$ cat src/rtl/tweh_pkg.sv
// constants, types and states shared by the event handshake block
// assumes an 8-bit register view placed in the low lane of a 32-bit bus
package tweh_pkg;
   // register byte offsets
   localparam logic [7:0] ADR_CTRL = 8'h00;
   localparam logic [7:0] ADR_STAT = 8'h04;
   localparam logic [7:0] ADR_DATA = 8'h08;
   localparam logic [7:0] ADR_RATE = 8'h0C;
   // values after reset
   localparam logic [7:0] CTRL_RST = 8'h00;
   localparam logic [7:0] DATA_RST = 8'hFF;
   localparam logic [7:0] RATE_RST = 8'h00;
   localparam logic [1:0] PSC_RST  = 2'h0;
   // status codes, prescaler bits masked
   localparam logic [7:0] CODE_START   = 8'h08;
   localparam logic [7:0] CODE_RSTART  = 8'h10;
   localparam logic [7:0] CODE_ADR_ACK = 8'h18;
   localparam logic [7:0] CODE_ADR_NAK = 8'h20;
   localparam logic [7:0] CODE_DAT_ACK = 8'h28;
   localparam logic [7:0] CODE_DAT_NAK = 8'h30;
   localparam logic [7:0] CODE_NONE    = 8'hF8;
   // fixed part of the half bit period, in clock cycles
   localparam logic [15:0] HALF_BASE = 16'h0008;
   // index of the acknowledge bit within a packet
   localparam logic [3:0] ACK_IDX = 4'h8;
   // control register layout
   typedef struct packed {
      logic flag;      // event flag, write one to clear
      logic ack_en;    // acknowledge enable, kept for receive modes
      logic start;     // start request
      logic stop;      // stop request
      logic wcol;      // write collision, read only
      logic en;        // interface enable
      logic rsvd;      // reads zero
      logic ie;        // event interrupt enable
   } tweh_ctrl_t;
   // sequencer states
   typedef enum logic [3:0] {
      S_IDLE, S_START, S_RS_LO, S_RS_HI, S_BIT_LO, S_BIT_HI,
      S_HOLD, S_STOP_LO, S_STOP_HI
   } tweh_state_t;
endpackage

$ cat src/rtl/tweh_rate.sv
// half bit period tick generator for the bus clock
// assumes i_run is low while the sequencer idles or holds; the count restarts after every tick
`timescale 1ns/1ps
`default_nettype none
module tweh_rate
   import tweh_pkg::*;
#(
   parameter int RATE_W = 8
) (
   // clock and reset
   input  wire logic              i_clk,
   input  wire logic              i_nrst,
   // settings
   input  wire logic [RATE_W-1:0] i_rate,
   input  wire logic [1:0]        i_psc,
   // control and tick
   input  wire logic              i_run,
   output logic                   o_tick
);
   logic [15:0] cnt_q;    // cycles spent in this phase
   wire  [15:0] scaled;   // rate times four to the prescaler
   wire  [15:0] limit;    // half period in cycles
   assign scaled = 16'(i_rate) << {i_psc, 1'b0};
   assign limit  = HALF_BASE + scaled;
   // count while running, pulse once at the limit
   always_ff @(posedge i_clk or negedge i_nrst) begin
      if (!i_nrst) begin
         cnt_q  <= 16'h0000;
         o_tick <= 1'b0;
      end else if (!i_run || o_tick) begin
         cnt_q  <= 16'h0000;
         o_tick <= 1'b0;
      end else begin
         cnt_q  <= cnt_q + 16'h0001;
         o_tick <= (cnt_q + 16'h0001) >= (limit - 16'h0001);
      end
   end
endmodule
`default_nettype wire

$ cat src/rtl/tweh_sync.sv
// two flip-flop synchroniser for the bus pin inputs
// assumes inputs are asynchronous to the system clock
`timescale 1ns/1ps
`default_nettype none
module tweh_sync #(
   parameter int W = 2
) (
   // clock and reset
   input  wire logic         i_clk,
   input  wire logic         i_nrst,
   // pins in, levels out
   input  wire logic [W-1:0] i_async,
   output logic      [W-1:0] o_sync
);
   logic [W-1:0] meta_q;   // first stage, read only by second
   // both stages idle high like a pulled-up bus
   always_ff @(posedge i_clk or negedge i_nrst) begin
      if (!i_nrst) begin
         meta_q <= '1;
         o_sync <= '1;
      end else begin
         meta_q <= i_async;
         o_sync <= meta_q;
      end
   end
endmodule
`default_nettype wire

$ cat src/rtl/tweh_top.sv
// two-wire master event handshake with a classic Wishbone register port
// assumes pulled-up open-drain lines and a same-clock global irq enable
// Behaviour
// flag an event after every byte-level bus event
// irq needs flag, local and global enable
// software polls flag when irq disabled
// status holds bus code while flag set
// writing one clears flag, zero keeps
// no new bus operation while flag set
// clearing flag starts written operation at once
// start sent sets flag with start code
// address sent sets flag, code shows ack
// data sent sets flag, code shows ack
// stop completion leaves flag clear
// clock line held low while flag set
// one shift register for address and data
// software loads registers before clearing flag
// software masks prescaler bits before comparing
// software checks code, errors on mismatch
// software sequence start, address, data, stop
// command bits taken from the clearing write
// start code reads hex 08
// data write with flag clear ignored, collision
// stop written with flag, stop, enable
// flag clear shows no-status code
//
// Chosen here: the Wishbone interface to the registers and the register addresses.
`timescale 1ns/1ps
`default_nettype none
module tweh_top
   import tweh_pkg::*;
#(
   parameter int RATE_W = 8,
   parameter int ADR_W  = 8
) (
   // system clock and reset
   input  wire logic             I_CLK_SYS,
   input  wire logic             I_NRST,
   // wishbone slave
   input  wire logic             I_WB_CYC,
   input  wire logic             I_WB_STB,
   input  wire logic             I_WB_WE,
   input  wire logic [ADR_W-1:0] I_WB_ADR,
   input  wire logic [3:0]       I_WB_SEL,
   input  wire logic [31:0]      I_WB_DAT,
   output logic      [31:0]      O_WB_DAT,
   output logic                  O_WB_ACK,
   // cpu global interrupt enable and request
   input  wire logic             I_GIE,
   output logic                  O_IRQ,
   // clock line, open drain
   input  wire logic             I_SCL,
   output logic                  O_SCL,
   output logic                  O_SCL_OE,
   // data line, open drain
   input  wire logic             I_SDA,
   output logic                  O_SDA,
   output logic                  O_SDA_OE
);
   // synchronised pins
   logic [1:0] pin_s;        // {scl, sda}
   wire        scl_s;        // clock line level
   wire        sda_s;        // data line level
   assign scl_s = pin_s[1];
   assign sda_s = pin_s[0];

   tweh_sync #(
      .W(2)
   ) u_sync (
      .i_clk  (I_CLK_SYS),
      .i_nrst (I_NRST),
      .i_async({I_SCL, I_SDA}),
      .o_sync (pin_s)
   );

   // registers
   tweh_ctrl_t        ctrl_q, ctrl_d;   // control register
   logic [7:0]        data_q, data_d;   // shift data register
   logic [RATE_W-1:0] rate_q, rate_d;   // bit rate register
   logic [1:0]        psc_q, psc_d;     // prescaler bits
   logic [7:0]        code_q, code_d;   // posted status code
   tweh_state_t       st_q, st_d;       // sequencer state
   logic [3:0]        idx_q, idx_d;     // bit index in packet
   logic              adr_q, adr_d;     // next packet is address
   logic              pend_q, pend_d;   // start waiting for free bus
   logic              rs_q, rs_d;       // start is a repeated one
   logic              scl_lo_q, scl_lo_d;
   logic              sda_lo_q, sda_lo_d;
   logic              ack_q;            // bus acknowledge
   logic [31:0]       rdat_q;           // bus read data
   logic              irq_q;            // interrupt request
   logic              tick;             // half period elapsed

   // bus decode
   wire req     = I_WB_CYC & I_WB_STB;
   wire wr      = req & I_WB_WE & ack_q & I_WB_SEL[0];
   wire hit_ctl = (I_WB_ADR == ADR_W'(ADR_CTRL));
   wire hit_st  = (I_WB_ADR == ADR_W'(ADR_STAT));
   wire hit_dat = (I_WB_ADR == ADR_W'(ADR_DATA));
   wire hit_rt  = (I_WB_ADR == ADR_W'(ADR_RATE));
   wire wr_ctl  = wr & hit_ctl;
   wire wr_dat  = wr & hit_dat;
   wire wr_rt   = wr & hit_rt;
   wire wr_st   = wr & hit_st;
   wire [7:0] wd = I_WB_DAT[7:0];
   tweh_ctrl_t wc;                      // written control view
   assign wc = tweh_ctrl_t'(wd);

   // command decode from the clearing write
   wire go      = wr_ctl & wc.flag & wc.en;
   wire go_st   = go & wc.start;
   wire go_sp   = go & wc.stop;
   wire go_byte = go & ~wc.start & ~wc.stop;

   // status view: code only while flag set
   wire [7:0] stat_rd = {ctrl_q.flag ? code_q[7:3]
                                     : CODE_NONE[7:3],
                         1'b0, psc_q};
   wire [7:0] ctrl_rd = {ctrl_q.flag, ctrl_q.ack_en, ctrl_q.start,
                         ctrl_q.stop, ctrl_q.wcol, ctrl_q.en,
                         1'b0, ctrl_q.ie};
   wire [7:0] rd_sel  = hit_ctl ? ctrl_rd
                      : hit_st  ? stat_rd
                      : hit_dat ? data_q
                      : hit_rt  ? 8'(rate_q)
                      : 8'h00;

   // tick generator runs outside idle and hold, except while a slave stretches
   wire hi_wait = (st_q == S_BIT_HI) | (st_q == S_RS_HI)
                | (st_q == S_STOP_HI);
   wire run     = (st_q != S_IDLE) & (st_q != S_HOLD)
                & ~(hi_wait & ~scl_s);

   tweh_rate #(
      .RATE_W(RATE_W)
   ) u_rate (
      .i_clk (I_CLK_SYS),
      .i_nrst(I_NRST),
      .i_rate(rate_q),
      .i_psc (psc_q),
      .i_run (run),
      .o_tick(tick)
   );

   // event when a flagged step finishes
   logic set_evt;           // raise the flag this cycle

   // sequencer and register next values
   always_comb begin
      st_d     = st_q;
      idx_d    = idx_q;
      adr_d    = adr_q;
      pend_d   = pend_q;
      rs_d     = rs_q;
      code_d   = code_q;
      data_d   = data_q;
      set_evt  = 1'b0;
      ctrl_d   = ctrl_q;
      rate_d   = wr_rt ? wd[RATE_W-1:0] : rate_q;
      psc_d    = wr_st ? wd[1:0] : psc_q;
      // software side of control
      if (wr_ctl) begin
         ctrl_d.ack_en = wc.ack_en;
         ctrl_d.start  = wc.start;
         ctrl_d.stop   = wc.stop;
         ctrl_d.en     = wc.en;
         ctrl_d.ie     = wc.ie;
      end
      // data writes only land while flag set
      if (wr_dat) begin
         if (ctrl_q.flag) begin
            data_d       = wd;
            ctrl_d.wcol  = 1'b0;
         end else begin
            ctrl_d.wcol  = 1'b1;
         end
      end
      case (st_q)
         S_IDLE: begin
            // start waits until the bus is free
            if (go_st) begin
               pend_d = 1'b1;
            end
            if ((pend_q | go_st) & scl_s & sda_s) begin
               pend_d = 1'b0;
               rs_d   = 1'b0;
               st_d   = S_START;
            end
         end
         S_HOLD: begin
            // waits here for the clearing write
            if (go_sp) begin
               st_d   = S_STOP_LO;
               pend_d = wc.start;
            end else if (go_st) begin
               st_d   = S_RS_LO;
            end else if (go_byte) begin
               st_d   = S_BIT_LO;
               idx_d  = 4'h0;
            end
         end
         S_RS_LO: begin
            // release data with clock low
            if (tick) begin
               st_d = S_RS_HI;
            end
         end
         S_RS_HI: begin
            // release clock, then start
            if (tick) begin
               rs_d = 1'b1;
               st_d = S_START;
            end
         end
         S_START: begin
            // data low under high clock
            if (tick) begin
               st_d    = S_HOLD;
               adr_d   = 1'b1;
               set_evt = 1'b1;
               code_d  = rs_q ? CODE_RSTART : CODE_START;
            end
         end
         S_BIT_LO: begin
            // clock low, data settles
            if (tick) begin
               st_d = S_BIT_HI;
            end
         end
         S_BIT_HI: begin
            // sample at end of high phase
            if (tick) begin
               if (idx_q == ACK_IDX) begin
                  st_d    = S_HOLD;
                  adr_d   = 1'b0;
                  set_evt = 1'b1;
                  if (adr_q) begin
                     code_d = sda_s ? CODE_ADR_NAK
                                    : CODE_ADR_ACK;
                  end else begin
                     code_d = sda_s ? CODE_DAT_NAK
                                    : CODE_DAT_ACK;
                  end
               end else begin
                  data_d = {data_q[6:0], sda_s};
                  idx_d  = idx_q + 4'h1;
                  st_d   = S_BIT_LO;
               end
            end
         end
         S_STOP_LO: begin
            // data low with clock low
            if (tick) begin
               st_d = S_STOP_HI;
            end
         end
         S_STOP_HI: begin
            // data rises after clock is high
            if (tick) begin
               st_d        = S_IDLE;
               ctrl_d.stop = 1'b0;
            end
         end
         default: begin
            st_d = S_IDLE;
         end
      endcase
      // disabling aborts and frees the bus
      if (!ctrl_d.en) begin
         st_d   = S_IDLE;
         pend_d = 1'b0;
      end
      // set wins over the clearing write
      if (set_evt) begin
         ctrl_d.flag = 1'b1;
      end else if (wr_ctl & wc.flag) begin
         ctrl_d.flag = 1'b0;
      end
   end

   // line drive from the next state
   always_comb begin
      scl_lo_d = 1'b0;
      sda_lo_d = 1'b0;
      case (st_d)
         S_HOLD: begin
            scl_lo_d = 1'b1;
            sda_lo_d = sda_lo_q;
         end
         S_START: begin
            sda_lo_d = 1'b1;
         end
         S_RS_LO: begin
            scl_lo_d = 1'b1;
         end
         S_BIT_LO: begin
            scl_lo_d = 1'b1;
            // data moves only once the clock line is already low
            sda_lo_d = scl_lo_q ? (idx_d != ACK_IDX) & ~data_d[7] : sda_lo_q;
         end
         S_BIT_HI: begin
            sda_lo_d = (idx_d != ACK_IDX) & ~data_d[7];
         end
         S_STOP_LO: begin
            scl_lo_d = 1'b1;
            sda_lo_d = 1'b1;
         end
         S_STOP_HI: begin
            sda_lo_d = 1'b1;
         end
         default: begin
            scl_lo_d = 1'b0;
         end
      endcase
   end

   // bus slave: ack one cycle after request, writes on ack edge
   always_ff @(posedge I_CLK_SYS or negedge I_NRST) begin
      if (!I_NRST) begin
         ack_q  <= 1'b0;
         rdat_q <= 32'h0000_0000;
      end else begin
         ack_q  <= req & ~ack_q;
         rdat_q <= {24'h00_0000, rd_sel};
      end
   end

   // control and data registers
   always_ff @(posedge I_CLK_SYS or negedge I_NRST) begin
      if (!I_NRST) begin
         ctrl_q <= tweh_ctrl_t'(CTRL_RST);
         data_q <= DATA_RST;
         rate_q <= RATE_W'(RATE_RST);
         psc_q  <= PSC_RST;
         code_q <= CODE_NONE;
      end else begin
         ctrl_q <= ctrl_d;
         data_q <= data_d;
         rate_q <= rate_d;
         psc_q  <= psc_d;
         code_q <= code_d;
      end
   end

   // sequencer registers
   always_ff @(posedge I_CLK_SYS or negedge I_NRST) begin
      if (!I_NRST) begin
         st_q   <= S_IDLE;
         idx_q  <= 4'h0;
         adr_q  <= 1'b0;
         pend_q <= 1'b0;
         rs_q   <= 1'b0;
      end else begin
         st_q   <= st_d;
         idx_q  <= idx_d;
         adr_q  <= adr_d;
         pend_q <= pend_d;
         rs_q   <= rs_d;
      end
   end

   // pin drive and interrupt request
   always_ff @(posedge I_CLK_SYS or negedge I_NRST) begin
      if (!I_NRST) begin
         scl_lo_q <= 1'b0;
         sda_lo_q <= 1'b0;
         irq_q    <= 1'b0;
      end else begin
         scl_lo_q <= scl_lo_d;
         sda_lo_q <= sda_lo_d;
         irq_q    <= ctrl_d.flag & ctrl_d.ie & I_GIE;
      end
   end

   // outputs straight from flip-flops, line output values tied low
   assign O_WB_ACK = ack_q;
   assign O_WB_DAT = rdat_q;
   assign O_IRQ    = irq_q;
   assign O_SCL    = 1'b0;
   assign O_SDA    = 1'b0;
   assign O_SCL_OE = scl_lo_q;
   assign O_SDA_OE = sda_lo_q;
endmodule
`default_nettype wire

$ cat config.mk
export PLATFORM = sky130hd
export DESIGN_NAME = tweh_top
export DESIGN_NICKNAME = d
export VERILOG_FILES = /design/src/rtl/tweh_pkg.sv /design/src/rtl/tweh_rate.sv /design/src/rtl/tweh_sync.sv /design/src/rtl/tweh_top.sv
export SDC_FILE = /design/constraint.sdc
export NUM_CORES = 1
export LEC_CHECK = 0
export BUFFER_PORTS_ARGS = -buffer_cell sky130_fd_sc_hd__buf_2
export CAP_MARGIN = 15
export CORE_UTILIZATION = 56
export CTS_CLUSTER_DIAMETER = 200
export DETAILED_ROUTE_END_ITERATION = 7
export PLACE_DENSITY_LB_ADDON = 0.15
export SLEW_MARGIN = 10
export SYNTH_ARGS = -nofsm -noshare
export SYNTH_HDL_FRONTEND = slang
export SYNTH_HIERARCHICAL = 1
export SYNTH_SLANG_ARGS = --single-unit
$ cat constraint.sdc
create_clock -name I_CLK_SYS -period 3.4 [get_ports I_CLK_SYS]
set_input_delay 0.17 -clock I_CLK_SYS [delete_from_list [all_inputs] [get_ports I_CLK_SYS]]
set_output_delay 0.17 -clock I_CLK_SYS [all_outputs]
set_load 0.02 [all_outputs]
==> reports/qor.txt, run 1 <==
status - complete, no violations
Synth cell types - 75
clk buf depth - 2
cell count after synthesis - 486
first-pass GRT wire length - 16600 um
cts bufs inserted - 9
H-tree depth - 3
largest cells by area after synthesis - dfrtp_1 30%, dfstp_2 8.8%, ha_1 5.3%
endpoints failing setup - 0
largest net degree at the start of global routing - 74
clock latency at the later pin of the worst-skew pair - 0.35 ns
Synth top area share - 30.0%
root buffer cell - clkbuf_8
Synth top cells by count - 57 x dfrtp_1, 41 x nand2_1, 37 x nor2_1
Leakage - 2.32 nW
Worst setup SP type - flip-flop
DRC Markers - 0
GRT overflow - 0
nets - 593
chip height - 94.1 um
Setup Skew - 0.00971 ns
CTS resizes - 0
ys async rst share - 100%
Post-Syn Area per Cell - 9.78 um^2
FF-to-FF Start - psc_q[0]$_DFFE_PN0P_
PortBufs - 36
drt pass-1 iters - 4
fill count - 738
Cell Area, Synth - 4750 um^2
R2R setup slack - 0.35 ns
cells along the critical path - nand2b_1 > or2_2 > ha_1 > a211oi_1 > nand2b_1 > nor2_1 > xor2_1 > ha_1 > nand2_1 > a21oi_1 > o41ai_1 > a2111o_1 > a41oi_1
I/O pins - 90
Antenna diodes - 0
Final ANT Viol Nets - 0
worst setup margin - 0.353 ns
peak supply drop - 226 uV
Std-Cell Rows - 33
Worst Hold Class - primary input to async pin
vias per cell - 5.70
Area Overhead vs Synth - 6.74%
initial DRC count - 155
Setup Fix Bufs, Post-CTS - 0
clock-pin slew on the worst setup and hold paths - 0.08 ns
Final Max Tran Viols - 0
Crit path largest cell delay - 0.41 ns
cell taking the most area after synthesis - dfrtp_1
Crit path buffers/inverters - 0
Fin. Hold Viols - 0
Placement Setup Slack - 0.399 ns
CP Data Required Time - 3.64 ns
die footprint - 8860 um^2
crit share post-route - 89.6%
sequential area share after synthesis - 38.9%
Core Area - 8220 um^2
Main synth FF type - dfrtp_1
vias in the first global route - 3435
MaxCap Viol Count - 0
EDFF count, synth - 0
relative slew slack - 38.8%
most common cell in the netlist - dfrtp_1
Highest Clock Rate - 0.328 GHz
critical path's top delay family - compound AO/OA/AOI/OAI gates
kind of critical path - flip-flop to flip-flop
final core utilization - 61.7%
crit path max fanout - 5
CP Capture Type - flip-flop
via total after detailed routing - 3596
Pwr Density - 309 nW/um^2
HPWL after detailed placement - 7230 um
Warnings, synthesis - 6
FF-to-FF path depth - 13
clk sinks - 73
drt total wl - 9970 um
Critical Path Slowest Stage Cell - dfrtp_1
GRT Total Usage - 24.7%
Initial Utilization - 57.8%
CTS tree - built
Worst Max-Slew Pin Slew - 0.917 ns
fraction of layout cells with a size suffix above 1 - 22.6%
r2r endpoint - u_rate/o_tick$_DFF_PN0_
Arr. time, crit path - 3.29 ns
initial antenna violation count - 0
die outline width - 94.1 um
routed wire length per instance - 15.8 um
RSZ-0062 raised after global routing - false
gpl congestion - 0.791
Final Critical Period - 3.05 ns
setup TNS - 0 ns
number of synthesized register bits - 73
## layer usage
metal | wire length [um] | vias to the layer above | GRT usage [%]
met2 | 4740 | 80 | 38.5
met1 | 4660 | 1752 | 33.5
met3 | 355 | 19 | 5.34
li1 | - | 1745 | -
met4 | 219 | 0 | 9.49
met5 | 0 | - | 0
## cells by family (layout without fill, tap and decap cells)
| kind of cell | Yosys count | count (layout) | synth area share (%) |
|---|---|---|---|
| multiplexers | 40 | 40 | 9.69 |
| buffers and inverters | 63 | 78 | 8.21 |
| AND/OR/NAND/NOR | 179 | 179 | 21.2 |
| flip-flops | 73 | 73 | 38.9 |
| adder cells (fa/ha/maj) | 20 | 20 | 5.27 |
| XOR/XNOR | 22 | 22 | 4.05 |
| AO/OA/AOI/OAI | 87 | 87 | 12.5 |
| other | 2 | 27 | 0.158 |
## report_power, final
part / internal [W] / switching, W / total, W
Clock: 0.000259 / 0.000323 / 0.000582
Combinational: 0.0000278 / 0.0000801 / 0.000108
Sequential: 0.000875 / 0.00000269 / 0.000877
## layout by cell type, fill, tap and decap left out, types with 4 or more instances in the layout
cell | Yosys | layout
dfstp_2 | 16 | 16
inv_1 | 15 | 15
nand2_1 | 41 | 41
ha_1 | 20 | 20
buf_4 | 29 | 8
a211oi_1 | 6 | 6
xor2_1 | 9 | 9
nor3_1 | 6 | 6
nand2b_1 | 10 | 10
nor2_1 | 37 | 37
mux2_2 | 17 | 17
nand3b_1 | 4 | 4
and3_1 | 7 | 7
mux2i_1 | 18 | 18
nand4_1 | 11 | 11
nor2b_1 | 16 | 16
xnor2_1 | 13 | 13
dfrtp_1 | 57 | 57
clkinv_2 | 0 | 4
o21ai_0 | 15 | 15
o22ai_1 | 4 | 4
nand3_1 | 17 | 17
clkbuf_8 | 0 | 9
conb_1 | 2 | 27
a21oi_1 | 24 | 24
buf_2 | 3 | 36
a21o_1 | 6 | 6
## timing repair
item,CTS,global route
endpoints found under the hold margin,2,0
setup endpoints to repair,0,0
hold buffers,2,0
## per-stage QoR
step | hold slack, ns | instances | instance area (um^2) | power [W]
floorplan | -0.126 | 511 | 4850 | 0.000977
finish | 0.0501 | 631 | 5070 | 0.00157
global route | 0.0600 | 631 | 5070 | 0.00164
global placement | 0.277 | 613 | 4890 | 0.000998
CTS | 0.0549 | 631 | 5070 | 0.00160
detailed placement | 0.278 | 613 | 4890 | 0.00100
## worst reg2reg max path, delay by kind of cell (launching register included)
| kind | cells | cell delay [ns] |
|---|---|---|
| AO/OA/AOI/OAI | 5 | 1.09 |
| AND/OR/NAND/NOR | 5 | 0.85 |
| adder cells (fa/ha/maj) | 2 | 0.49 |
| flip-flops | 1 | 0.41 |
| XOR/XNOR | 1 | 0.08 |
## worst max-delay path by stage
| stage | from | end | cells past startpoint | slack, ns |
|---|---|---|---|---|
| after floorplan | psc_q[0]$_DFFE_PN0P_ | u_rate/o_tick$_DFF_PN0_ | 15 | 0.47 |
| final | psc_q[0]$_DFFE_PN0P_ | u_rate/o_tick$_DFF_PN0_ | 13 | 0.35 |
| after detailed placement | psc_q[0]$_DFFE_PN0P_ | u_rate/o_tick$_DFF_PN0_ | 13 | 0.40 |
| after CTS | psc_q[0]$_DFFE_PN0P_ | u_rate/o_tick$_DFF_PN0_ | 13 | 0.34 |
| after global routing | psc_q[0]$_DFFE_PN0P_ | u_rate/o_tick$_DFF_PN0_ | 13 | 0.12 |
| after global placement | psc_q[0]$_DFFE_PN0P_ | u_rate/o_tick$_DFF_PN0_ | 13 | 0.47 |
## state kept, by name (all words and copies together) (netlist names), 2 cells and up
register and cells:
O_WB_DAT 8, code_q 4, ctrl_q 7, data_q 8
idx_q 4, psc_q 2, rate_q 8, st_q 4
u_rate/cnt_q 16, u_sync/meta_q 2, u_sync/o_sync 2
## area by class of cell
class | count | area, um^2 | share of cell area [%]
clock inverters | 6 | 35.0 | 0.691
repair buffers | 46 | 260 | 5.13
well taps | 105 | 131 | 2.59
inverters | 16 | 62.6 | 1.23
multi-input cells | 375 | 2610 | 51.4
clock buffers | 10 | 128 | 2.52
flip-flops and latches | 73 | 1850 | 36.4
Power figures use the tool's default switching activity.
==> inputs of run 2 (changes only) <==
- GPL_TIMING_DRIVEN: unset -> 0
==> reports/qor.txt, run 2 (synthesized netlist as in run 1, its figures left out) <==
status - complete, no violations
vias per cell - 5.50
hold path cells - 2
clk sinks - 73
nets - 634
sw frac - 23.2%
Fin. Hold Viols - 0
relative slew slack - 52.2%
drt total wl - 10200 um
MaxCap Viol Count - 0
clock latency at the later pin of the worst-skew pair - 0.35 ns
FF-to-FF Start - psc_q[0]$_DFFE_PN0P_
gpl congestion - 0.864
first-pass GRT wire length - 17200 um
Antenna diodes - 0
Highest Clock Rate - 0.308 GHz
DRC Markers - 0
Clock power frac - 45.0%
Final Max Tran Viols - 0
cts bufs inserted - 9
crit path max fanout - 10
Final Critical Period - 3.25 ns
die outline width - 94.1 um
NetSw - 0.000427 W
cells along the critical path - buf_6 > buf_12 > nand2b_1 > or2_2 > ha_2 > a211oi_2 > nand2b_1 > buf_4 > o21ai_0 > ha_2 > o21ai_0 > a21oi_1 > o41ai_2 > a2111o_1 > a41oi_2
Pwr Density - 336 nW/um^2
drt pass-1 iters - 4
Hold Path End - ctrl_q[6]$_DFFE_PN0P_
Critical Path Slowest Stage Cell - dfrtp_1
CP Capture Type - flip-flop
root buffer cell - clkbuf_8
r2r endpoint - u_rate/o_tick$_DFF_PN0_
Leakage - 2.55 nW
CP Data Required Time - 3.67 ns
vias in the first global route - 3602
die footprint - 8860 um^2
Hold Crit Start - I_WB_DAT[6]
Arr. time, crit path - 3.51 ns
Placement Setup Slack - 0.114 ns
Crit path largest cell delay - 0.42 ns
CTS tree - built
Std-Cell Rows - 33
Worst setup SP type - flip-flop
largest net degree at the start of global routing - 43
Setup Skew - 0.00771 ns
fill count - 665
register share of total power - 47.6%
I/O pins - 90
endpoints failing setup - 0
Logic pwr share - 7.4%
initial DRC count - 207
Power Total - 0.00184 W
Final ANT Viol Nets - 0
clk buf depth - 2
Biggest register - u_rate/cnt_q
HPWL after detailed placement - 7750 um
Largest register FFs - 16
fraction of layout cells with a size suffix above 1 - 27.3%
commonest non-fill, non-tap cell in the layout - dfrtp_1
worst setup margin - 0.153 ns
most frequent cells in the layout - 57 x dfrtp_1, 41 x nand2_1, 36 x buf_2, 36 x nor2_1, 32 x buf_4
R2R setup slack - 0.15 ns
PortBufs - 34
initial antenna violation count - 0
routed wire length per instance - 15.2 um
peak supply drop - 218 uV
Initial Utilization - 57.8%
FF-to-FF path depth - 15
Area Overhead vs Synth - 15.4%
internal power - 0.00141 W
via total after detailed routing - 3697
clock-pin slew on the worst setup and hold paths - 0.08 ns
GRT overflow - 0
crit share post-route - 95.5%
Worst Hold Class - primary input to flip-flop
H-tree depth - 3
chip height - 94.1 um
Core Area - 8220 um^2
kind of critical path - flip-flop to flip-flop
Worst Max-Slew Pin Slew - 0.712 ns
GRT Total Usage - 25.5%
==> run 2: cell types whose count changed in the layout (fill, tap and decap cells not counted), moves of 3 or more <==
cell and change:
buf_4 +24, buf_6 +3, bufinv_16 +3, clkbuf_1 +10
==> run 2: cell type report <==
cell class	instances	area [um^2]	area share (%)
clock buffers	9	124	2.26
inverters	16	62.6	1.14
plain buffers	47	328	5.98
repair buffers	40	238	4.33
well taps	105	131	2.40
clock inverters	7	118	2.14
multi-input cells	375	2640	48.1
flip-flops and latches	73	1850	33.7
==> run 2: worst max-delay path: cells and delay by family, from the launching register on <==
family | cells | cell delay, ns
flip-flops | 1 | 0.42
buffers and inverters | 3 | 0.46
AO/OA/AOI/OAI | 7 | 1.26
adder cells (fa/ha/maj) | 2 | 0.41
AND/OR/NAND/NOR | 3 | 0.60
==> run 2: power groups by stage <==
stage	combinational (W)	sequential, W	clock (W)
global placement	0.000129	0.000893	0
floorplan	0.0000822	0.000894	0
finish	0.000137	0.000877	0.000828
detailed placement	0.000134	0.000894	0
global route	0.000151	0.000878	0.000876
CTS	0.000137	0.000877	0.000842
==> run 2: worst max-delay path by stage <==
stage	to	startpoint	slack, ns	cells past startpoint
finish	u_rate/o_tick$_DFF_PN0_	psc_q[0]$_DFFE_PN0P_	0.15	15
global placement	u_rate/o_tick$_DFF_PN0_	psc_q[0]$_DFFE_PN0P_	0.21	15
detailed placement	u_rate/o_tick$_DFF_PN0_	psc_q[0]$_DFFE_PN0P_	0.11	15
CTS	u_rate/o_tick$_DFF_PN0_	psc_q[0]$_DFFE_PN0P_	0.08	15
global route	u_rate/o_tick$_DFF_PN0_	psc_q[0]$_DFFE_PN0P_	-0.006	15
floorplan	u_rate/o_tick$_DFF_PN0_	psc_q[0]$_DFFE_PN0P_	0.47	15
==> run 2: routing by layer <==
layer / GRT usage [%] / routed length [um]
met1: 32.3 / 4600
met2: 42.3 / 4910
met3: 7.04 / 531
met4: 7.44 / 155
met5: 0 / 0
==> run 2: through the flow <==
| stage | setup TNS, ns | cell area, um^2 | util (%) | hold slack [ns] | std cells |
|---|---|---|---|---|---|
| floorplan | 0 | 4850 | - | -0.126 | 511 |
| global placement | 0 | 5150 | 62.6 | 0.277 | 650 |
| detailed placement | 0 | 5170 | 62.9 | 0.134 | 651 |
| CTS | 0 | 5440 | 66.2 | 0.0730 | 670 |
| global route | -0.00559 | 5480 | 66.7 | 0.0667 | 672 |
| finish | 0 | 5480 | 66.7 | 0.0794 | 672 |
==> run 2: timing repair <==
item,4_1_cts,5_1_grt
hold buffers,3,0
resized for setup,0,6
buffers inserted,0,2
endpoints found under the hold margin,28,0
endpoints found under the setup margin,0,1
